$ cat src/logic/sis_pkg.sv
// Package for the slot interrupt status block: offsets, field layouts, reset values, carriers.
package sis_pkg;
	localparam int unsigned SIS_SLOTS        = 12;
	localparam int unsigned SIS_ADDR_W       = 8;
	localparam int unsigned SIS_DATA_W       = 16;
	localparam int unsigned SIS_FIFO_CNT_W   = 11;

	localparam logic [7:0] SIS_OFS_DATA_STATUS = 8'h01;
	localparam logic [7:0] SIS_OFS_LEV0_STATUS = 8'h02;
	localparam logic [7:0] SIS_OFS_LEV1_STATUS = 8'h03;
	localparam logic [7:0] SIS_OFS_AUTOCLEAR   = 8'h07;
	localparam logic [7:0] SIS_OFS_EN_X_DATA   = 8'h14;
	localparam logic [7:0] SIS_OFS_EN_Y_DATA   = 8'h15;
	localparam logic [7:0] SIS_OFS_EN_X_LEV0   = 8'h16;
	localparam logic [7:0] SIS_OFS_EN_X_LEV1   = 8'h17;
	localparam logic [7:0] SIS_OFS_EN_Y_LEV0   = 8'h1A;
	localparam logic [7:0] SIS_OFS_EN_Y_LEV1   = 8'h1B;

	localparam int unsigned SIS_FIFO_BIT = 15;

	localparam logic [11:0] SIS_SLOT_FLAGS_RST = 12'h000;
	localparam logic        SIS_FIFO_FLAG_RST  = 1'h0;
	localparam logic [11:0] SIS_SLOT_ACLR_RST  = 12'hFFF;
	localparam logic        SIS_FIFO_ACLR_RST  = 1'h1;
	localparam logic [12:0] SIS_ENABLE_RST     = 13'h0000;

	// Register access request from the serial register port.
	typedef struct packed {
		logic [7:0]  addr;
		logic [15:0] wdata;
		logic        wr;
		logic        rd;
	} sis_reg_req_s;

	// Per-slot events from the data path, one-cycle pulses.
	typedef struct packed {
		logic [11:0] update;
		logic [11:0] lev0_met;
		logic [11:0] lev1_met;
		logic [11:0] data_read;
	} sis_slot_evt_s;

	// FIFO events and levels from the FIFO logic.
	typedef struct packed {
		logic        write;
		logic        read;
		logic [10:0] byte_count;
		logic [10:0] thresh_level;
	} sis_fifo_evt_s;
endpackage : sis_pkg

$ cat src/logic/sis_top.sv
// Interrupt status flags, autoclear enables and X/Y routing for twelve time slots.
`timescale 1ns/1ps
`default_nettype none
module sis_top
	import sis_pkg::*;
(
	// Clock and reset
	input  wire logic          mclk_in,
	input  wire logic          rst_in,
	// Register access
	input  wire sis_reg_req_s  reg_req_in,
	output logic [15:0]        rd_data_out,
	output logic               rd_valid_out,
	// Event sources
	input  wire sis_slot_evt_s slot_evt_in,
	input  wire sis_fifo_evt_s fifo_evt_in,
	// Interrupt outputs
	output logic               int_x_out,
	output logic               int_y_out
);
	// Set wins over clear so an event in the clearing cycle is never lost.
	function automatic logic [11:0] w1c_next(input logic [11:0] cur, input logic [11:0] set,
		input logic [11:0] clr);
		w1c_next = set | (cur & ~clr);
	endfunction : w1c_next

	// A register is hit when a write strobe carries its offset.
	function automatic logic reg_hit(input sis_reg_req_s req, input logic [7:0] ofs);
		reg_hit = req.wr && (req.addr == ofs);
	endfunction : reg_hit

	// Shared read layout: bit 15 on top, slots in bits 11:0, reserved bits read zero.
	function automatic logic [15:0] word_of(input logic top, input logic [11:0] slots);
		word_of = {top, 3'h0, slots};
	endfunction : word_of

	logic [11:0] data_flags;
	logic [11:0] lev0_flags;
	logic [11:0] lev1_flags;
	logic        fifo_thresh_flag;
	logic [11:0] slot_aclr_en;
	logic        fifo_thresh_autoclear_en;
	logic [12:0] en_x_data;
	logic [12:0] en_y_data;
	logic [11:0] en_x_lev0;
	logic [11:0] en_x_lev1;
	logic [11:0] en_y_lev0;
	logic [11:0] en_y_lev1;

	wire [15:0] wd          = reg_req_in.wdata;
	wire        wr_data     = reg_hit(reg_req_in, SIS_OFS_DATA_STATUS);
	wire        wr_lev0     = reg_hit(reg_req_in, SIS_OFS_LEV0_STATUS);
	wire        wr_lev1     = reg_hit(reg_req_in, SIS_OFS_LEV1_STATUS);
	wire        wr_aclr     = reg_hit(reg_req_in, SIS_OFS_AUTOCLEAR);
	wire        wr_en_xd    = reg_hit(reg_req_in, SIS_OFS_EN_X_DATA);
	wire        wr_en_yd    = reg_hit(reg_req_in, SIS_OFS_EN_Y_DATA);
	wire        wr_en_x0    = reg_hit(reg_req_in, SIS_OFS_EN_X_LEV0);
	wire        wr_en_x1    = reg_hit(reg_req_in, SIS_OFS_EN_X_LEV1);
	wire        wr_en_y0    = reg_hit(reg_req_in, SIS_OFS_EN_Y_LEV0);
	wire        wr_en_y1    = reg_hit(reg_req_in, SIS_OFS_EN_Y_LEV1);

	wire [11:0] upd         = slot_evt_in.update;
	wire [11:0] data_set    = upd;
	wire [11:0] data_clr    = (wr_data ? wd[11:0] : 12'h000)
		| (slot_evt_in.data_read & slot_aclr_en);
	wire [11:0] lev0_set    = upd & slot_evt_in.lev0_met;
	wire [11:0] lev1_set    = upd & slot_evt_in.lev1_met;
	wire [11:0] lev0_clr    = wr_lev0 ? wd[11:0] : 12'h000;
	wire [11:0] lev1_clr    = wr_lev1 ? wd[11:0] : 12'h000;
	// A write that lands exactly at the threshold does not count; the count must exceed it.
	wire        fifo_set    = fifo_evt_in.write
		&& (fifo_evt_in.byte_count > fifo_evt_in.thresh_level);
	wire        fifo_clr    = (wr_data && wd[SIS_FIFO_BIT])
		|| (fifo_evt_in.read && fifo_thresh_autoclear_en);

	wire [11:0] next_data   = w1c_next(data_flags, data_set, data_clr);
	wire [11:0] next_lev0   = w1c_next(lev0_flags, lev0_set, lev0_clr);
	wire [11:0] next_lev1   = w1c_next(lev1_flags, lev1_set, lev1_clr);
	wire        next_fifo   = fifo_set || (fifo_thresh_flag && !fifo_clr);

	wire [12:0] data_vec    = {fifo_thresh_flag, data_flags};
	wire        x_data_hit  = |(data_vec & en_x_data);
	wire        x_lev0_hit  = |(lev0_flags & en_x_lev0);
	wire        x_lev1_hit  = |(lev1_flags & en_x_lev1);
	wire        y_data_hit  = |(data_vec & en_y_data);
	wire        y_lev0_hit  = |(lev0_flags & en_y_lev0);
	wire        y_lev1_hit  = |(lev1_flags & en_y_lev1);
	wire        next_int_x  = x_data_hit || x_lev0_hit || x_lev1_hit;
	wire        next_int_y  = y_data_hit || y_lev0_hit || y_lev1_hit;

	logic [15:0] next_rd_data;
	always_comb begin
		unique case (reg_req_in.addr)
			SIS_OFS_DATA_STATUS: next_rd_data = word_of(fifo_thresh_flag, data_flags);
			SIS_OFS_LEV0_STATUS: next_rd_data = word_of(1'h0, lev0_flags);
			SIS_OFS_LEV1_STATUS: next_rd_data = word_of(1'h0, lev1_flags);
			SIS_OFS_AUTOCLEAR:   next_rd_data = word_of(fifo_thresh_autoclear_en, slot_aclr_en);
			SIS_OFS_EN_X_DATA:   next_rd_data = word_of(en_x_data[12], en_x_data[11:0]);
			SIS_OFS_EN_Y_DATA:   next_rd_data = word_of(en_y_data[12], en_y_data[11:0]);
			SIS_OFS_EN_X_LEV0:   next_rd_data = word_of(1'h0, en_x_lev0);
			SIS_OFS_EN_X_LEV1:   next_rd_data = word_of(1'h0, en_x_lev1);
			SIS_OFS_EN_Y_LEV0:   next_rd_data = word_of(1'h0, en_y_lev0);
			SIS_OFS_EN_Y_LEV1:   next_rd_data = word_of(1'h0, en_y_lev1);
			default:             next_rd_data = 16'h0000;
		endcase
	end

	always_ff @(posedge mclk_in) begin
		if (rst_in) begin
			data_flags <= SIS_SLOT_FLAGS_RST;
		end else begin
			data_flags <= next_data;
		end
	end

	always_ff @(posedge mclk_in) begin
		if (rst_in) begin
			lev0_flags <= SIS_SLOT_FLAGS_RST;
		end else begin
			lev0_flags <= next_lev0;
		end
	end

	always_ff @(posedge mclk_in) begin
		if (rst_in) begin
			lev1_flags <= SIS_SLOT_FLAGS_RST;
		end else begin
			lev1_flags <= next_lev1;
		end
	end

	always_ff @(posedge mclk_in) begin
		if (rst_in) begin
			fifo_thresh_flag <= SIS_FIFO_FLAG_RST;
		end else begin
			fifo_thresh_flag <= next_fifo;
		end
	end

	always_ff @(posedge mclk_in) begin
		if (rst_in) begin
			slot_aclr_en <= SIS_SLOT_ACLR_RST;
		end else if (wr_aclr) begin
			slot_aclr_en <= wd[11:0];
		end
	end

	always_ff @(posedge mclk_in) begin
		if (rst_in) begin
			fifo_thresh_autoclear_en <= SIS_FIFO_ACLR_RST;
		end else if (wr_aclr) begin
			fifo_thresh_autoclear_en <= wd[SIS_FIFO_BIT];
		end
	end

	always_ff @(posedge mclk_in) begin
		if (rst_in) begin
			en_x_data <= SIS_ENABLE_RST;
		end else if (wr_en_xd) begin
			en_x_data <= {wd[SIS_FIFO_BIT], wd[11:0]};
		end
	end

	always_ff @(posedge mclk_in) begin
		if (rst_in) begin
			en_y_data <= SIS_ENABLE_RST;
		end else if (wr_en_yd) begin
			en_y_data <= {wd[SIS_FIFO_BIT], wd[11:0]};
		end
	end

	always_ff @(posedge mclk_in) begin
		if (rst_in) begin
			en_x_lev0 <= SIS_ENABLE_RST[11:0];
		end else if (wr_en_x0) begin
			en_x_lev0 <= wd[11:0];
		end
	end

	always_ff @(posedge mclk_in) begin
		if (rst_in) begin
			en_x_lev1 <= SIS_ENABLE_RST[11:0];
		end else if (wr_en_x1) begin
			en_x_lev1 <= wd[11:0];
		end
	end

	always_ff @(posedge mclk_in) begin
		if (rst_in) begin
			en_y_lev0 <= SIS_ENABLE_RST[11:0];
		end else if (wr_en_y0) begin
			en_y_lev0 <= wd[11:0];
		end
	end

	always_ff @(posedge mclk_in) begin
		if (rst_in) begin
			en_y_lev1 <= SIS_ENABLE_RST[11:0];
		end else if (wr_en_y1) begin
			en_y_lev1 <= wd[11:0];
		end
	end

	always_ff @(posedge mclk_in) begin
		if (rst_in) begin
			rd_data_out  <= 16'h0000;
			rd_valid_out <= 1'h0;
		end else begin
			rd_data_out  <= reg_req_in.rd ? next_rd_data : 16'h0000;
			rd_valid_out <= reg_req_in.rd;
		end
	end

	// Interrupts lag their flags by one cycle so that both outputs come straight from flops.
	always_ff @(posedge mclk_in) begin
		if (rst_in) begin
			int_x_out <= 1'h0;
			int_y_out <= 1'h0;
		end else begin
			int_x_out <= next_int_x;
			int_y_out <= next_int_y;
		end
	end
endmodule : sis_top
`default_nettype wire

$ cat config.mk
export PLATFORM = sky130hd
export DESIGN_NAME = sis_top
export DESIGN_NICKNAME = d
export VERILOG_FILES = /design/src/logic/sis_pkg.sv /design/src/logic/sis_top.sv
export SDC_FILE = /design/constraint.sdc
export NUM_CORES = 1
export LEC_CHECK = 0
export ABC_AREA = 1
export ABC_CLOCK_PERIOD_IN_PS = 2700
export BUFFER_PORTS_ARGS = -buffer_cell sky130_fd_sc_hd__buf_2
export CORE_MARGIN = 4
export CORE_UTILIZATION = 58
export CTS_CLUSTER_SIZE = 40
export DETAILED_ROUTE_END_ITERATION = 8
export PLACE_DENSITY = 0.82
export SYNTH_ARGS = -nofsm -noshare
export SYNTH_HDL_FRONTEND = slang
export SYNTH_SLANG_ARGS = --single-unit
$ cat constraint.sdc
create_clock -name mclk_in -period 2.7 [get_ports mclk_in]
set_input_delay 0.54 -clock mclk_in [delete_from_list [all_inputs] [get_ports mclk_in]]
set_output_delay 0.54 -clock mclk_in [all_outputs]
set_load 0.1 [all_outputs]
# [Yosys cells after proc, flatten, opt, wreduce, memory -nomap -nowiden]
# Cells that the tools add are included.
[word_totals] regBits=143 out_inout_bits=19 elab_cells=79
[classes] magnitude_cmp=1 eq_ne=10 n_mux=4 bitwise=20 reduce_logical=28
[op_table] op="$pmux W16 S10" n=1
[op_table] op="$and A12 B12 Y12" n=10
[op_table] op="$eq A8 B5 Y1 const B" n=6
[op_table] op="$or A12 B12 Y12" n=4
[op_table] op="$reduce_or A12 Y1" n=4
[op_table] op="$mux W12" n=3
[op_table] op="$not A12 Y12" n=3
[op_table] op="$and A13 B13 Y13" n=2
[op_table] op="$reduce_or A13 Y1" n=2
[op_table] op="$eq A8 B2 Y1 const B" n=2
[op_table] op="$logic_and A1 B1 Y1" n=14
[op_table] op="$gt A11 B11 Y1" n=1
[op_table] op="$eq A8 B1 Y1 const B" n=1
[op_table] op="$eq A8 B3 Y1 const B" n=1
[op_table] op="$logic_or A1 B1 Y1" n=6
[op_table] op="$reduce_or A2 Y1" n=1
[op_table] op="$logic_not A1 Y1" n=1
[op_table] op="$not A1 Y1" n=1

# [Depth between registers and ports, before layout]
# Gate-level depths: netlist of run 1.
[logic_depth] word_depth=7 ltp_mapped=10

# [Worst setup path before layout of run 1]
# Ideal clock, no wire load.
[synth_timing] kind="input to register" start="input port reg_req_in[1] in the netlist's numbering" end="register data_flags[5]" t_arrival_ps=1472 t_required_ps=2572 slack_ps=1101 stages=7 n_path_buf=2 cell_sequence="clkbuf_1 > inv_1 > nor2_2 > buf_4 > nand2_1 > a21oi_1 > nor2_1"
[synth_via] elab_chain_cells=6
[synth_rtl] item="start: declaration" line="sis_top.sv:11" text="input wire sis_reg_req_s reg_req_in,"
[synth_rtl] item="$logic_and A1 B1 Y1" line="sis_top.sv:29" text="reg_hit = req.wr && (req.addr == ofs);"
[synth_rtl] item="$mux W12" line="sis_top.sv:64" text="wire [11:0] data_clr = (wr_data ? wd[11:0] : 12'h000)"
[synth_rtl] item="$or A12 B12 Y12" line="sis_top.sv:65" text="| (slot_evt_in.data_read & slot_aclr_en);"
[synth_rtl] item="$not A12 Y12" line="sis_top.sv:24" text="w1c_next = set | (cur & ~clr);"
[synth_rtl] item="$and A12 B12 Y12" line="sis_top.sv:24"
[synth_rtl] item="$or A12 B12 Y12" line="sis_top.sv:24"
[synth_rtl] item="end signal: assignment" line="sis_top.sv:112" text="data_flags <= next_data;"
[synth_rtl] item="end: declaration" line="sis_top.sv:37" text="logic [11:0] data_flags;"
# Every way passes these cells.
# A chain may end at the register's enable or synchronous reset.

# [Final worst setup path of run 1]
[layout_timing] start="input port reg_req_in[24] in the netlist's numbering" end="register en_x_data[5]"
[layout_via] elab_chain_cells=2
[layout_rtl] item="$eq A8 B5 Y1" line="sis_top.sv:29"
[layout_rtl] item="$logic_and A1 B1 Y1" line="sis_top.sv:29"
[layout_rtl] item="end signal: assignment" line="sis_top.sv:160" text="en_x_data <= {wd[SIS_FIFO_BIT], wd[11:0]};"
[layout_rtl] item="end: declaration" line="sis_top.sv:43" text="logic [12:0] en_x_data;"
# Every way passes these cells.

==> impl_metrics.yaml, run 1 <==
global_routing:
  grt_antenna_before_repair: 0
  overflow: 0
  grtUsageTotal: 0.310
  grt_pass1_vias: 6963
  grt_max_degree: 75
  grt_pass1_wl_mm: 34.7
layout:
  final_util: 0.695
  synthToLayoutAreaGrowth_pct: 17.0
  n_antenna_cell: 0
  nets: 1286
  top_regs: "en_x_data (13), en_y_data (13), rd_data_out (13)"
  final_layout_size_suffix_gt1_frac: 0.158
  most-common-layout-cells: "nand2_1, nand3_1, dfxtp_1, inv_1, a21oi_1"
  final_common_cell: "nand2_1"
route:
  first_iter_violations: 1064
  drtAntennaViolNets: 0
  wire_per_inst_um: 16.5
  via_per_inst: 5.69
  dr_total_vias: 7594
  drt-pass1-iter-count: 7
  drc: 0
  totalWireLength_mm: 22.0
worst_hold_path:
  whs_endpoint: "lev1_flags[6]"
  holdCritStartpoint: "slot_evt_in[18]"
  hold_depth: 3
  hp-class: "input pin to register"
cts:
  cts_hold_buf: 0
  cts.clk_slew.worst_paths_ns: 0.06
  clock-root-buffer: "clkbuf_16"
  numCtsBuffers: 17
  postCtsSetupBuffers: 0
  cts_tree: "built"
  cts.repair.resized: 0
  clockBufferDepth: 2
  insertion_delay_ns: 0.43
  clkSinkCount: 140
  htreeDepth: 4
floorplan:
  ios: 119
  initial_core_util: 0.593
  die_h_um: 119
  rows: 40
  die_area_um2: 14100
  die-width_um: 119
  core_um2: 12000
synth:
  synth-seq-area-share: 0.393
  syn_inst: 1089
  synth.yosys.warnings: 0
  yosysUniqueCellTypes: 27
  synth_seq_cells: 140
  syn_avg_cell_area_um2: 6.55
  netlist_area_um2: 7130
outcome:
  status: "finished clean"
setup_path:
  timing.rr.end: "int_x_out"
  end_kind: "register"
  regToRegSetupSlack_ns: 1.33
  reg2reg_from: "data_flags[0]"
  critical_path_arrival_ns: 2.10
  crit_family: "simple AND/OR/NAND/NOR gates"
  cp.required_ns: 3.01
  cp_cell_sequence: "buf_2 > inv_2 > nand2_2 > nor2_8 > buf_12 > nand3_2 > o21ai_0 > a21oi_1"
  critPathMaxFanout: 29
  r2r_cells: 8
  critPathMaxStageDelay_ns: 0.37
  critPathBufInv: 3
  slowest_stage: "nand3_2"
  worstSetupStartpointType: "input pin"
  critPathKind: "input pin to register"
timing:
  finClkSkew_ns: 0.00725
  worstMarginPinSlew_ns: 0.696
  setup_tns_ns: 0
  maxSlewViolCount: 0
  hold_viol: 0
  setup-violations-final: 0
  min_period_ns: 1.79
  rsz0062_at_grt: "false"
  fmax_ghz: 0.557
  slew_headroom: 0.534
  fin_crit_sh: 0.665
place:
  dp_hpwl_mm: 15.4
  gp_congestion: 0.990
  port_buffers: 112
power_and_ir_drop:
  power.density_nw_per_um2: 585
  vdd_drop_max_v: 0.000579
  leakage_nw: 3.63
flow_run:
  maxCapViolCount: 0
## cell type report
| cell class | instances | area (um2) |
|---|---|---|
| clock buffers | 19 | 453 |
| clock inverters | 13 | 143 |
| fillers | 1052 | 3670 |
| inverters | 137 | 514 |
| multi-input cells | 745 | 3500 |
| flip-flops and latches | 140 | 2800 |
| well taps | 147 | 184 |
| repair buffers | 134 | 751 |
## logic make-up after synthesis
family	after synthesis	share of synthesized area
other	1	0.000526
and+or+nand+nor	511	0.315
buffers and inverters	206	0.117
AOI/OAI and AO/OA	220	0.155
DFF	140	0.393
adders and majority gates	11	0.0193
## Yosys cell counts, drive strengths merged
cell type / n / area share
nand2: 231 / 0.12
nand3: 187 / 0.13
dfxtp: 140 / 0.39
inv: 136 / 0.072
a21oi: 127 / 0.089
o21ai: 91 / 0.064
nor2: 82 / 0.050
clkbuf: 36 / 0.019
buf: 33 / 0.026
ha: 11 / 0.019
nand4: 9 / 0.0079
a21o: 1 / 0.0011
and2: 1 / 0.00088
clkinv: 1 / 0.00053
conb: 1 / 0.00053
nand3b: 1 / 0.0011
o22ai: 1 / 0.00088
## how the worst max path moves through the flow
| stage | start | endpoint | cells past startpoint |
|---|---|---|---|
| detailed placement | reg_req_in[24] | en_x_data[5] | 8 |
| CTS | reg_req_in[23] | en_x_data[5] | 8 |
| floorplan | reg_req_in[1] | data_flags[5] | 7 |
| finish | reg_req_in[24] | en_x_data[5] | 8 |
| global route | reg_req_in[24] | en_x_data[12] | 8 |
| global placement | reg_req_in[24] | en_x_data[5] | 8 |
## tightest hold or removal path: stages
cell	delay (ns)
buf_2	0.09
nand2_1	0.05
a21oi_1	0.05
## per-stage QoR
stage	setup slack (ns)	hold slack (ns)	instance area, um2	instances	total power, mW
finish	0.906	0.348	8340	1335	4.88
global route	0.770	0.358	8340	1335	5.02
CTS	0.946	0.343	8340	1335	4.88
detailed placement	0.511	0.449	7750	1303	2.58
global placement	0.549	0.446	7750	1303	2.57
floorplan	1.10	0.437	7140	1091	2.42
## report_power, final
group / total, mW / switching (mW) / internal [mW]
sequential: 2.15 / 0.0460 / 2.11
combinational: 0.389 / 0.260 / 0.128
clock: 2.34 / 0.929 / 1.41
## metal layers
metal  routed length [um]  vias up  global-route usage
li1                     -     3706                   -
met1                 8680     3353               0.399
met2                 9940      466               0.491
met3                 2470       69              0.0764
met4                  940        0               0.142
met5                    0        -                   0
(Power assumes the default switching activity.)
==> inputs of run 2 (changes only) <==
Settings changed: ABC_CLOCK_PERIOD_IN_PS 2700 to 1700, CORE_UTILIZATION 58 to 57, PLACE_DENSITY 0.82 to 0.81.
Clock period 2.7 ns to 1.7 ns, I/O delays scaled along.
==> run 2 against run 1 <==
  * Cell count up 3.0%
  * Clock-buffer cell count unchanged
  * Via count increased by 0.92%
  * Wire length up 0.92%
  * Critical path type is now register to output port
  * Setup slack lost 0.73 ns
  * First-iteration DRC count down 20%
  * Total power up 52%
  * Combinational power up 64%
  * Largest cell class unchanged
  * Register-to-register slack got worse by 0.91 ns
  * Design area up 2.1%
  * Clock skew shrank 0.00059 ns
==> impl_metrics.yaml, run 2 (same netlist as run 1, synthesis figures left out) <==
layout:
  final_layout_size_suffix_gt1_frac: 0.171
  top_regs: "en_x_data (13), en_y_data (13), rd_data_out (13)"
  synthToLayoutAreaGrowth_pct: 19.4
  n_antenna_cell: 0
  final_common_cell: "nand2_1"
  nets: 1305
  most-common-layout-cells: "nand2_1, nand3_1, dfxtp_1, inv_1, a21oi_1"
worst_hold_path:
  holdCritStartpoint: "slot_evt_in[15]"
  hold_depth: 3
  whs_endpoint: "lev1_flags[3]"
  hp-class: "input pin to register"
timing:
  min_period_ns: 1.52
  fmax_ghz: 0.657
  setup_tns_ns: 0
  setup_ws_ns: 0.178
  rsz0062_at_grt: "false"
  worstMarginPinSlew_ns: 0.601
  setup-violations-final: 0
  hold_viol: 0
  finClkSkew_ns: 0.00666
  slew_headroom: 0.598
  maxSlewViolCount: 0
  fin_crit_sh: 0.896
global_routing:
  overflow: 0
  grt_pass1_vias: 6852
  grt_max_degree: 90
  grt_antenna_before_repair: 0
  grt_pass1_wl_mm: 34.5
  grtUsageTotal: 0.308
cts:
  htreeDepth: 4
  cts.repair.resized: 0
  cts_hold_buf: 0
  cts.clk_slew.worst_paths_ns: 0.06
  postCtsSetupBuffers: 0
  numCtsBuffers: 17
  clkSinkCount: 140
  cts_tree: "built"
  insertion_delay_ns: 0.43
  clockBufferDepth: 2
  clock-root-buffer: "clkbuf_16"
setup_path:
  end_kind: "output port"
  slowest_stage: "buf_2"
  cp.required_ns: 1.36
  r2r_cells: 7
  critPathBufInv: 1
  cp_cell_sequence: "buf_2"
  critPathMaxStageDelay_ns: 0.43
  reg2reg_from: "data_flags[3]"
  worstSetupStartpointType: "register"
  timing.rr.end: "int_x_out"
  critical_path_arrival_ns: 1.18
  regToRegSetupSlack_ns: 0.42
  crit_family: "buffers and inverters"
  critPathKind: "register to output port"
  critPathMaxFanout: 1
  crit_start: "rd_data_out[10]"
place:
  dp_hpwl_mm: 16.1
  port_buffers: 112
  pre_cts_ws_ns: 0.0632
  gp_congestion: 0.907
power_and_ir_drop:
  vdd_drop_max_v: 0.000725
  power.density_nw_per_um2: 874
  leakage_nw: 3.73
floorplan:
  core_um2: 12100
  die_h_um: 120
  rows: 40
  die-width_um: 120
  ios: 119
  die_area_um2: 14400
  initial_core_util: 0.589
route:
  via_per_inst: 5.57
  wire_per_inst_um: 16.2
  drc: 0
  drtAntennaViolNets: 0
  first_iter_violations: 847
  totalWireLength_mm: 22.2
  dr_total_vias: 7664
  drt-pass1-iter-count: 6
flow_run:
  maxCapViolCount: 0
outcome:
  status: "finished clean"
[run 2: worst max path at each step]
stage,end,cells after the start
after detailed placement,en_y_data[5],9
after CTS,rd_data_out[10],1
after global placement,en_y_data[4],9
after floorplan,data_flags[5],7
final,rd_data_out[10],1
after global routing,rd_data_out[10],1
[run 2: layout make-up]
type / count / area, um2
Clock buffer: 19 / 443
Clock inverter: 13 / 92.6
Fill cell: 1099 / 3600
Inverter: 137 / 514
Multi-Input combinational cell: 745 / 3500
Sequential cell: 140 / 2800
Tap cell: 168 / 210
Timing Repair Buffer: 153 / 956
[run 2: routing by layer]
metal | vias up | wire length [um] | track usage
met3 | 61 | 2150 | 0.0627
met4 | 0 | 800 | 0.137
met5 | - | 0 | 0
met1 | 3428 | 8990 | 0.401
met2 | 434 | 10300 | 0.496
li1 | 3741 | - | -
[run 2: power by group]
part	internal, mW	switching, mW
Sequential	3.35	0.0789
Clock	1.90	1.47
Combinational	0.222	0.417
[run 2: per-stage QoR]
stage	power, mW	utilization	hold slack [ns]	instance area, um2	cells
floorplan	3.84	-	0.437	7140	1091
global placement	4.11	0.659	0.445	7980	1343
detailed placement	4.12	0.659	0.449	7980	1343
CTS	7.43	0.703	0.148	8510	1375
global route	7.69	0.703	0.154	8510	1375
finish	7.44	0.703	0.153	8510	1375
